--- src/axis_stop_pkg.sv ---
// constants and carrier types for the per-axis stop and limit input block
// assumes one reference clock domain; all sensor pins arrive asynchronously
// How it works
// - emergency stop low blocks every start
// - emergency stop low halts moving axes instantly
// - strap low: limits active high, else low
// - positive limit stops positive feed as configured
// - negative limit stops negative feed as configured
// - slowdown input level or latched, decelerates
// - origin acted on detected edge only
// - alarm stops axis, instant or decelerating
// - software selects slowdown, origin, alarm polarity
// - sensor states readable as sub status
// - shared active-low group start line
// - shared active-low group stop line
// - group lines readable as extension status
package axis_stop_pkg;
    localparam int num_axes = 4;
    localparam int addr_w = 4;
    localparam int data_w = 32;
    // register map, one word per index
    localparam logic [addr_w-1:0] reg_polarity = 4'h0;
    localparam logic [addr_w-1:0] reg_mode = 4'h1;
    localparam logic [addr_w-1:0] reg_sub_status = 4'h2;
    localparam logic [addr_w-1:0] reg_ext_status = 4'h3;
    localparam logic [addr_w-1:0] reg_irq_status = 4'h4;
    localparam logic [addr_w-1:0] reg_irq_mask = 4'h5;
    localparam logic [addr_w-1:0] reg_group_ctrl = 4'h6;
    // polarity register: per axis 4 bits, slowdown/origin/alarm invert
    localparam int pol_sd_bit = 0;
    localparam int pol_org_bit = 1;
    localparam int pol_alm_bit = 2;
    localparam int pol_stride = 4;
    // mode register: per axis 4 bits
    localparam int mode_sd_latch_bit = 0;
    localparam int mode_el_decel_bit = 1;
    localparam int mode_alm_decel_bit = 2;
    localparam int mode_stride = 4;
    // sub status per axis: pel, nel, sd, org, alm, moving
    localparam int sub_stride = 8;
    // interrupt event bits
    localparam int irq_emg_bit = 0;
    localparam int irq_group_stop_bit = 1;
    localparam int irq_org_base = 4;
    localparam int irq_stop_base = 8;
    localparam int irq_w = 12;
    // group control bits
    localparam int grp_start_bit = 0;
    localparam int grp_stop_bit = 1;
    localparam logic [data_w-1:0] reset_zero = 32'h0000_0000;

    typedef struct packed {
        logic pos_end_limit_in;
        logic neg_end_limit_in;
        logic slowdown_in;
        logic origin_in;
        logic alarm_in;
    } axis_pins_t;

    typedef struct packed {
        logic start_req;
        logic dir_neg;
    } axis_cmd_t;

    typedef struct packed {
        logic moving;
        logic stop_now;
        logic decel;
        logic origin_edge;
    } axis_state_t;
endpackage : axis_stop_pkg

--- src/axis_limit_stop_inputs.sv ---
// stop, limit and group start/stop handling for all axes
// assumes pins asynchronous, motion core on core_clk consumes stop/decel flags
`timescale 1ns/10ps
module axis_limit_stop_inputs #(
    parameter int sync_stages = 2
) (
    input wire logic core_clk,
    input wire logic rst,
    input wire axis_stop_pkg::axis_pins_t [axis_stop_pkg::num_axes-1:0] axis_pins,
    input wire logic [axis_stop_pkg::num_axes-1:0] limit_polarity_strap,
    input wire logic emergency_stop_in,
    input wire axis_stop_pkg::axis_cmd_t [axis_stop_pkg::num_axes-1:0] axis_cmd,
    input wire logic [axis_stop_pkg::num_axes-1:0] axis_done,
    input wire logic group_start_line_in,
    output logic group_start_line_out,
    output logic group_start_line_oe_n,
    input wire logic group_stop_line_in,
    output logic group_stop_line_out,
    output logic group_stop_line_oe_n,
    input wire logic [axis_stop_pkg::addr_w-1:0] reg_addr,
    input wire logic [axis_stop_pkg::data_w-1:0] reg_wdata,
    input wire logic reg_wr,
    input wire logic reg_rd,
    output logic [axis_stop_pkg::data_w-1:0] reg_rdata,
    output axis_stop_pkg::axis_state_t [axis_stop_pkg::num_axes-1:0] axis_state,
    output logic irq
);
    localparam int n = axis_stop_pkg::num_axes;
    localparam int dw = axis_stop_pkg::data_w;
    localparam int iw = axis_stop_pkg::irq_w;

    logic [4:0] pin_meta_reg [n];
    logic [4:0] pin_sync_reg [n];
    logic [4:0] pin_prev_reg [n];
    logic [2:0] glb_meta_reg;
    logic [2:0] glb_sync_reg;
    logic emg_prev_reg;
    logic gstop_prev_reg;
    logic [dw-1:0] polarity_reg;
    logic [dw-1:0] mode_reg;
    logic [iw-1:0] irq_status_reg;
    logic [iw-1:0] irq_mask_reg;
    logic [1:0] group_ctrl_reg;
    logic [dw-1:0] rdata_reg;
    logic [n-1:0] moving_reg;
    logic [n-1:0] dir_neg_reg;
    logic [n-1:0] sd_latch_reg;
    logic [n-1:0] stop_now_reg;
    logic [n-1:0] decel_reg;
    logic [n-1:0] org_edge_reg;
    logic [n-1:0] pel_act;
    logic [n-1:0] nel_act;
    logic [n-1:0] sd_act;
    logic [n-1:0] org_act;
    logic [n-1:0] alm_act;
    logic [n-1:0] org_rise;
    logic [n-1:0] hard_stop;
    logic [n-1:0] soft_stop;
    logic [n-1:0] start_ok;
    logic emg_act;
    logic gstart_act;
    logic gstop_act;
    logic emg_fall;
    logic gstop_fall;
    logic [iw-1:0] irq_event;
    logic [dw-1:0] sub_status;
    logic [dw-1:0] ext_status;
    logic [dw-1:0] rdata_next;

    // two-stage synchronisers for the global pins; first stage read only by second
    always_ff @(posedge core_clk or posedge rst)
    begin
        if (rst)
        begin
            glb_meta_reg <= 3'h7;
            glb_sync_reg <= 3'h7;
        end
        else
        begin
            glb_meta_reg <= {group_stop_line_in, group_start_line_in, emergency_stop_in};
            glb_sync_reg <= glb_meta_reg;
        end
    end

    assign emg_act = ~glb_sync_reg[0];
    assign gstart_act = ~glb_sync_reg[1];
    assign gstop_act = ~glb_sync_reg[2];

    // falling edges of emergency and group stop for the event flags
    always_ff @(posedge core_clk or posedge rst)
    begin
        if (rst)
        begin
            emg_prev_reg <= 1'b0;
            gstop_prev_reg <= 1'b0;
        end
        else
        begin
            emg_prev_reg <= emg_act;
            gstop_prev_reg <= gstop_act;
        end
    end

    assign emg_fall = emg_act & ~emg_prev_reg;
    assign gstop_fall = gstop_act & ~gstop_prev_reg;

    // per-axis synchronisation, polarity and stop decisions
    genvar a;
    generate
        for (a = 0; a < n; a++)
        begin : g_axis
            logic [3:0] pol;
            logic [3:0] md;
            assign pol = polarity_reg[a*axis_stop_pkg::pol_stride +: 4];
            assign md = mode_reg[a*axis_stop_pkg::mode_stride +: 4];

            always_ff @(posedge core_clk or posedge rst)
            begin
                if (rst)
                begin
                    pin_meta_reg[a] <= 5'h00;
                    pin_sync_reg[a] <= 5'h00;
                    pin_prev_reg[a] <= 5'h00;
                end
                else
                begin
                    pin_meta_reg[a] <= axis_pins[a];
                    pin_sync_reg[a] <= pin_meta_reg[a];
                    pin_prev_reg[a] <= pin_sync_reg[a];
                end
            end

            // strap low keeps the raw level, strap high inverts it
            assign pel_act[a] = pin_sync_reg[a][4] ^ limit_polarity_strap[a];
            assign nel_act[a] = pin_sync_reg[a][3] ^ limit_polarity_strap[a];
            // software polarity: bit set means the pin is active low
            assign sd_act[a] = pin_sync_reg[a][2] ^ pol[axis_stop_pkg::pol_sd_bit];
            assign org_act[a] = pin_sync_reg[a][1] ^ pol[axis_stop_pkg::pol_org_bit];
            assign alm_act[a] = pin_sync_reg[a][0] ^ pol[axis_stop_pkg::pol_alm_bit];
            // edge taken after polarity so the active edge is always the rising one
            assign org_rise[a] = org_act[a] & ~(pin_prev_reg[a][1] ^ pol[axis_stop_pkg::pol_org_bit]);

            always_comb
            begin
                hard_stop[a] = emg_act | gstop_act;
                soft_stop[a] = 1'b0;
                if ((pel_act[a] & ~dir_neg_reg[a]) | (nel_act[a] & dir_neg_reg[a]))
                begin
                    if (md[axis_stop_pkg::mode_el_decel_bit])
                        soft_stop[a] = 1'b1;
                    else
                        hard_stop[a] = 1'b1;
                end
                if (alm_act[a])
                begin
                    if (md[axis_stop_pkg::mode_alm_decel_bit])
                        soft_stop[a] = 1'b1;
                    else
                        hard_stop[a] = 1'b1;
                end
            end

            // start refused under emergency stop, group stop or an active alarm
            assign start_ok[a] = ~emg_act & ~gstop_act & ~alm_act[a];

            // slowdown: latched mode holds the trigger until the axis stops
            always_ff @(posedge core_clk or posedge rst)
            begin
                if (rst)
                    sd_latch_reg[a] <= 1'b0;
                else if (sd_act[a] & moving_reg[a])
                    sd_latch_reg[a] <= 1'b1;
                else if (~moving_reg[a])
                    sd_latch_reg[a] <= 1'b0;
            end

            // motion tracking; a stopped axis ignores a start that is refused
            always_ff @(posedge core_clk or posedge rst)
            begin
                if (rst)
                begin
                    moving_reg[a] <= 1'b0;
                    dir_neg_reg[a] <= 1'b0;
                end
                else if (moving_reg[a] & (hard_stop[a] | axis_done[a]))
                    moving_reg[a] <= 1'b0;
                else if (~moving_reg[a] & axis_cmd[a].start_req & start_ok[a])
                begin
                    moving_reg[a] <= 1'b1;
                    dir_neg_reg[a] <= axis_cmd[a].dir_neg;
                end
                else if (~moving_reg[a] & gstart_act & start_ok[a] & group_ctrl_reg[axis_stop_pkg::grp_start_bit])
                    moving_reg[a] <= 1'b1;
            end

            // registered outputs toward the motion core
            always_ff @(posedge core_clk or posedge rst)
            begin
                if (rst)
                begin
                    stop_now_reg[a] <= 1'b0;
                    decel_reg[a] <= 1'b0;
                    org_edge_reg[a] <= 1'b0;
                end
                else
                begin
                    stop_now_reg[a] <= moving_reg[a] & hard_stop[a];
                    decel_reg[a] <= moving_reg[a] & (soft_stop[a] | (md[axis_stop_pkg::mode_sd_latch_bit]
                        ? sd_latch_reg[a] : sd_act[a]));
                    org_edge_reg[a] <= org_rise[a];
                end
            end

            assign axis_state[a] = '{moving: moving_reg[a], stop_now: stop_now_reg[a],
                decel: decel_reg[a], origin_edge: org_edge_reg[a]};
            assign sub_status[a*axis_stop_pkg::sub_stride +: axis_stop_pkg::sub_stride] =
                {2'b00, moving_reg[a], alm_act[a], org_act[a], sd_act[a], nel_act[a], pel_act[a]};
            assign irq_event[axis_stop_pkg::irq_org_base + a] = org_rise[a];
            assign irq_event[axis_stop_pkg::irq_stop_base + a] = moving_reg[a] & hard_stop[a];
        end
    endgenerate

    assign irq_event[axis_stop_pkg::irq_emg_bit] = emg_fall;
    assign irq_event[axis_stop_pkg::irq_group_stop_bit] = gstop_fall;
    assign irq_event[3:2] = 2'b00;
    assign ext_status = {30'h0000_0000, gstop_act, gstart_act};

    // shared lines: drive low only while software asserts; open-drain style
    assign group_start_line_out = 1'b0;
    assign group_stop_line_out = 1'b0;
    assign group_start_line_oe_n = ~group_ctrl_reg[axis_stop_pkg::grp_start_bit];
    assign group_stop_line_oe_n = ~group_ctrl_reg[axis_stop_pkg::grp_stop_bit];

    // configuration registers written by software
    always_ff @(posedge core_clk or posedge rst)
    begin
        if (rst)
        begin
            polarity_reg <= axis_stop_pkg::reset_zero;
            mode_reg <= axis_stop_pkg::reset_zero;
            irq_mask_reg <= iw'(axis_stop_pkg::reset_zero);
            group_ctrl_reg <= 2'b00;
        end
        else if (reg_wr)
        begin
            unique case (reg_addr)
                axis_stop_pkg::reg_polarity: polarity_reg <= reg_wdata;
                axis_stop_pkg::reg_mode: mode_reg <= reg_wdata;
                axis_stop_pkg::reg_irq_mask: irq_mask_reg <= reg_wdata[iw-1:0];
                axis_stop_pkg::reg_group_ctrl: group_ctrl_reg <= reg_wdata[1:0];
                default: ;
            endcase
        end
    end

    // sticky events; a set in the same cycle as a clear wins
    always_ff @(posedge core_clk or posedge rst)
    begin
        if (rst)
            irq_status_reg <= iw'(axis_stop_pkg::reset_zero);
        else if (reg_wr && reg_addr == axis_stop_pkg::reg_irq_status)
            irq_status_reg <= (irq_status_reg & ~reg_wdata[iw-1:0]) | irq_event;
        else
            irq_status_reg <= irq_status_reg | irq_event;
    end

    assign irq = |(irq_status_reg & irq_mask_reg);

    // read mux; unmapped addresses read zero
    always_comb
    begin
        rdata_next = axis_stop_pkg::reset_zero;
        unique case (reg_addr)
            axis_stop_pkg::reg_polarity: rdata_next = polarity_reg;
            axis_stop_pkg::reg_mode: rdata_next = mode_reg;
            axis_stop_pkg::reg_sub_status: rdata_next = sub_status;
            axis_stop_pkg::reg_ext_status: rdata_next = ext_status;
            axis_stop_pkg::reg_irq_status: rdata_next = dw'(irq_status_reg);
            axis_stop_pkg::reg_irq_mask: rdata_next = dw'(irq_mask_reg);
            axis_stop_pkg::reg_group_ctrl: rdata_next = dw'(group_ctrl_reg);
            default: rdata_next = axis_stop_pkg::reset_zero;
        endcase
    end

    // read data stands only in the cycle after the strobe
    always_ff @(posedge core_clk or posedge rst)
    begin
        if (rst)
            rdata_reg <= axis_stop_pkg::reset_zero;
        else if (reg_rd)
            rdata_reg <= rdata_next;
        else
            rdata_reg <= axis_stop_pkg::reset_zero;
    end

    assign reg_rdata = rdata_reg;
endmodule : axis_limit_stop_inputs

--- config.mk ---
export PLATFORM = sky130hd
export DESIGN_NAME = axis_limit_stop_inputs
export DESIGN_NICKNAME = d
export VERILOG_FILES = /design/src/axis_stop_pkg.sv /design/src/axis_limit_stop_inputs.sv
export SDC_FILE = /design/constraint.sdc
export NUM_CORES = 1
export LEC_CHECK = 0
export ABC_AREA = 0
export BUFFER_PORTS_ARGS = -buffer_cell sky130_fd_sc_hd__buf_2
export CAP_MARGIN = 20
export CORE_MARGIN = 10
export CORE_UTILIZATION = 56
export DETAILED_ROUTE_END_ITERATION = 16
export PLACE_DENSITY_LB_ADDON = 0.1
export SYNTH_ARGS = -nofsm -noshare
export SYNTH_HDL_FRONTEND = slang
export SYNTH_SLANG_ARGS = --single-unit
--- constraint.sdc ---
create_clock -name core_clk -period 8.25 [get_ports core_clk]
set_input_delay 1.2375 -clock core_clk [delete_from_list [all_inputs] [get_ports core_clk]]
set_output_delay 1.2375 -clock core_clk [all_outputs]
set_load 0.02 [all_outputs]
==> flow_summary.toml <==
[clock_network]
cts-htree-levels = 4
clockBufferDepth = 2
cts.reportedPaths.clkPinSlew_ps = 70
post-cts-setup-buffers = 0
cts_made_buffers = 17
cts-resized-gates = 0
cts-root-buf = "clkbuf_16"
cts_tree = "yes"
cts_sinks = 198
clock_latency_ps = 440
cts_hold_repair.buffers = 0

[pwr]
share_comb_of_total_power = 0.152
pwr_density_cell_nw_per_um2 = 257
total_leakage_power_nw = 4.38
ir_drop_mv = 0.156
clock_power_share = 0.352
switching_share = 0.258
p_seq_frac = 0.496
cellInternalPower_mw = 1.79
netSwitchingPower_uw = 623

[critical_path]
timing.rr.end = "irq_status_reg[8]"
critPathRequiredTime_ps = 8560
setup.worst_path.end = "mode_reg[15]"
setup.worst_path.start_class = "input port"
critical_path.startpoint = "reg_addr[0]"
worst-setup-path-type = "in -> reg"
critical_path_peak_fanout = 33
timing.critical_path.arrival_ps = 3520
worst-r2r-cell-count = 4
critical_path.endpoint_type = "flip-flop"
r2r_setup_slack_ps = 6520
timing.rr.start = "glb_sync_reg[2]"

[logic_synthesis]
synth_area_per_cell_um2 = 13.8
synth_top_area_share = 0.600
post-synth-top-count-cell = "dfrtp_1"
netlist_area_um2 = 8010
synth_cell_type_count = 41
post-synth-top-area-cell = "dfrtp_1"
async_flop_share = 1.00
part_of_the_yosys_area_used_for_sequential_elements = 0.620
synth.top_cells.by_area = "dfrtp_1, mux2_2, a22oi_1"
synth_enable_flop_cells = 0
yosysWarningCount = 0
postSynthRegisterBits = 198
commonest_cells_in_the_synthesized_netlist = "dfrtp_1, mux2_2, nor2_1"
postSynth.topFlopCell = "dfrtp_1"
netlist_instances = 580

[route]
wl_per_cell_um = 20.8
vias_per_cell = 5.63
route.met3.wl_um = 1150
routed_wirelength_um = 18800
route.layer.met1.wl_um = 8150
drtIter0Drc = 311
antenna_violating_nets_remaining = 0
drt-pass1-iter-count = 4
top_layer = "met4"
detailroute.via_count = 5077
drc_violation_count_after_routing = 0
routed-wl-met2_um = 9210

[final_layout]
layout-area-overhead-vs-synth_pct = 17.4
share_of_final_layout_standard_cells_stronger_than_drive_strength_1 = 0.409
finish.net_count = 789
antenna_cells = 0

[timing]
final_worst_clock_skew_ps = 6.59
rsz0062_at_grt = "no"
setup_total_negative_slack_ps = 0
finalCriticalPeriod_ps = 3210
fin_crit_sh = 0.389
timing.fmax_mhz = 312
max_slew_margin = 0.286
timing_max_transition_violations_final = 0
hold_ws_ps = 348
finalHoldViolCount = 0
setup_viol = 0
worstMarginPinSlew_ps = 1060

[global_route]
largest_net_degree_at_the_start_of_global_routing = 117
antenna_found_initial = 0
globalRouteTotalUtil = 0.194
first_global_vias = 5528
overall_overflow_remaining_after_global_route = 0
grt_first_pass_wirelength_um = 29800

[placement]
port_buffers = 129
globalplace.congestion = 0.860
place.detailed.hpwl_um = 12700

[floorplan]
fp-row-count = 43
core_um2 = 13900
die_area_um2 = 19500
die_width_um = 140
dieHeight_um = 140
effective_utilization_at_floorplan = 0.574
pin_count = 132

[hold_path]
worst_min_delay_path_category = "reg -> reg"

[job]
max_cap_viol_count = 0

[outcome]
outcome = "completed"
==> power by group through the flow <==
| stage | sequential, mW | combinational, mW | clock (mW) |
|---|---|---|---|
| 3_3_place_gp | 1.21 | 0.353 | 0 |
| 2_1_floorplan | 1.20 | 0.259 | 0 |
| 3_5_place_dp | 1.21 | 0.364 | 0 |
| 4_1_cts | 1.20 | 0.368 | 0.866 |
| 6_report | 1.20 | 0.366 | 0.851 |
| 5_1_grt | 1.21 | 0.402 | 0.906 |
==> layout by cell type, fill, tap and decap left out, types with 4 or more instances in the layout <==
cell / count
xnor2_1: 4
nand3_1: 5
inv_1: 12
o2bb2ai_1: 4
nand2_1: 26
clkbuf_16: 17
nand2b_1: 9
mux2_4: 6
xor2_1: 20
dfstp_2: 6
mux2i_1: 4
a22o_1: 5
a21o_1: 9
a22oi_1: 27
nor2b_1: 5
nor2_1: 44
buf_2: 129
mux2_2: 107
nor3_2: 4
nor3_1: 4
a21oi_1: 14
nand3b_1: 6
o21ai_0: 10
a221oi_1: 7
dfrtp_1: 192
==> cell type report <==
| class | count | area (um^2) |
|---|---|---|
| clock inverter | 11 | 149 |
| fill | 1034 | 4530 |
| multi-input combinational | 346 | 2820 |
| clock buffer | 20 | 467 |
| tap | 180 | 225 |
| sequential | 198 | 4960 |
| inverter | 13 | 56.3 |
| timing repair buffer | 134 | 723 |
==> metal layers <==
layer | global-route usage | vias up
met2 | 0.310 | 149
met5 | 0 | -
met1 | 0.243 | 2593
li1 | - | 2314
met4 | 0.0663 | 0
met3 | 0.0612 | 21
==> per-stage QoR <==
stage / util / power [mW] / cells / worst slack (ps) / instance area (um^2)
floorplan: - / 1.45 / 581 / 1630 / 8010
global placement: 0.626 / 1.56 / 869 / 4600 / 8730
detailed placement: 0.626 / 1.58 / 869 / 4590 / 8730
CTS: 0.671 / 2.43 / 900 / 5050 / 9350
global route: 0.675 / 2.52 / 902 / 4900 / 9400
finish: 0.675 / 2.42 / 902 / 5040 / 9400
==> kinds of logic after synthesis <==
| family | share of synthesized area |
|---|---|
| muxes | 0.174 |
| buffers and inverters | 0.0292 |
| xor gates and xnor gates | 0.0263 |
| AOI/OAI and AO/OA | 0.0813 |
| other | 0.000468 |
| and+or+nand+nor | 0.0691 |
| DFF | 0.620 |
==> critical path: stages <==
cell and delay (ps):
buf_2 640, and2b_1 300, nand3_2 720, mux2_1 600
==> worst min-delay path by stage <==
| stage | to | start | slack, ps | cells after the start |
|---|---|---|---|---|
| 2_1_floorplan | pin_sync_reg[0] | pin_meta_reg[0] | 330 | 0 |
| 3_3_place_gp | pin_sync_reg[7] | pin_meta_reg[7] | 330 | 0 |
| 3_5_place_dp | pin_sync_reg[4] | pin_meta_reg[4] | 330 | 0 |
| 4_1_cts | pin_sync_reg[0] | pin_meta_reg[0] | 350 | 0 |
| 5_1_grt | pin_sync_reg[4] | pin_meta_reg[4] | 350 | 0 |
| 6_report | pin_sync_reg[0] | pin_meta_reg[0] | 350 | 0 |
No activity file was read; power rests on OpenSTA's default activity.
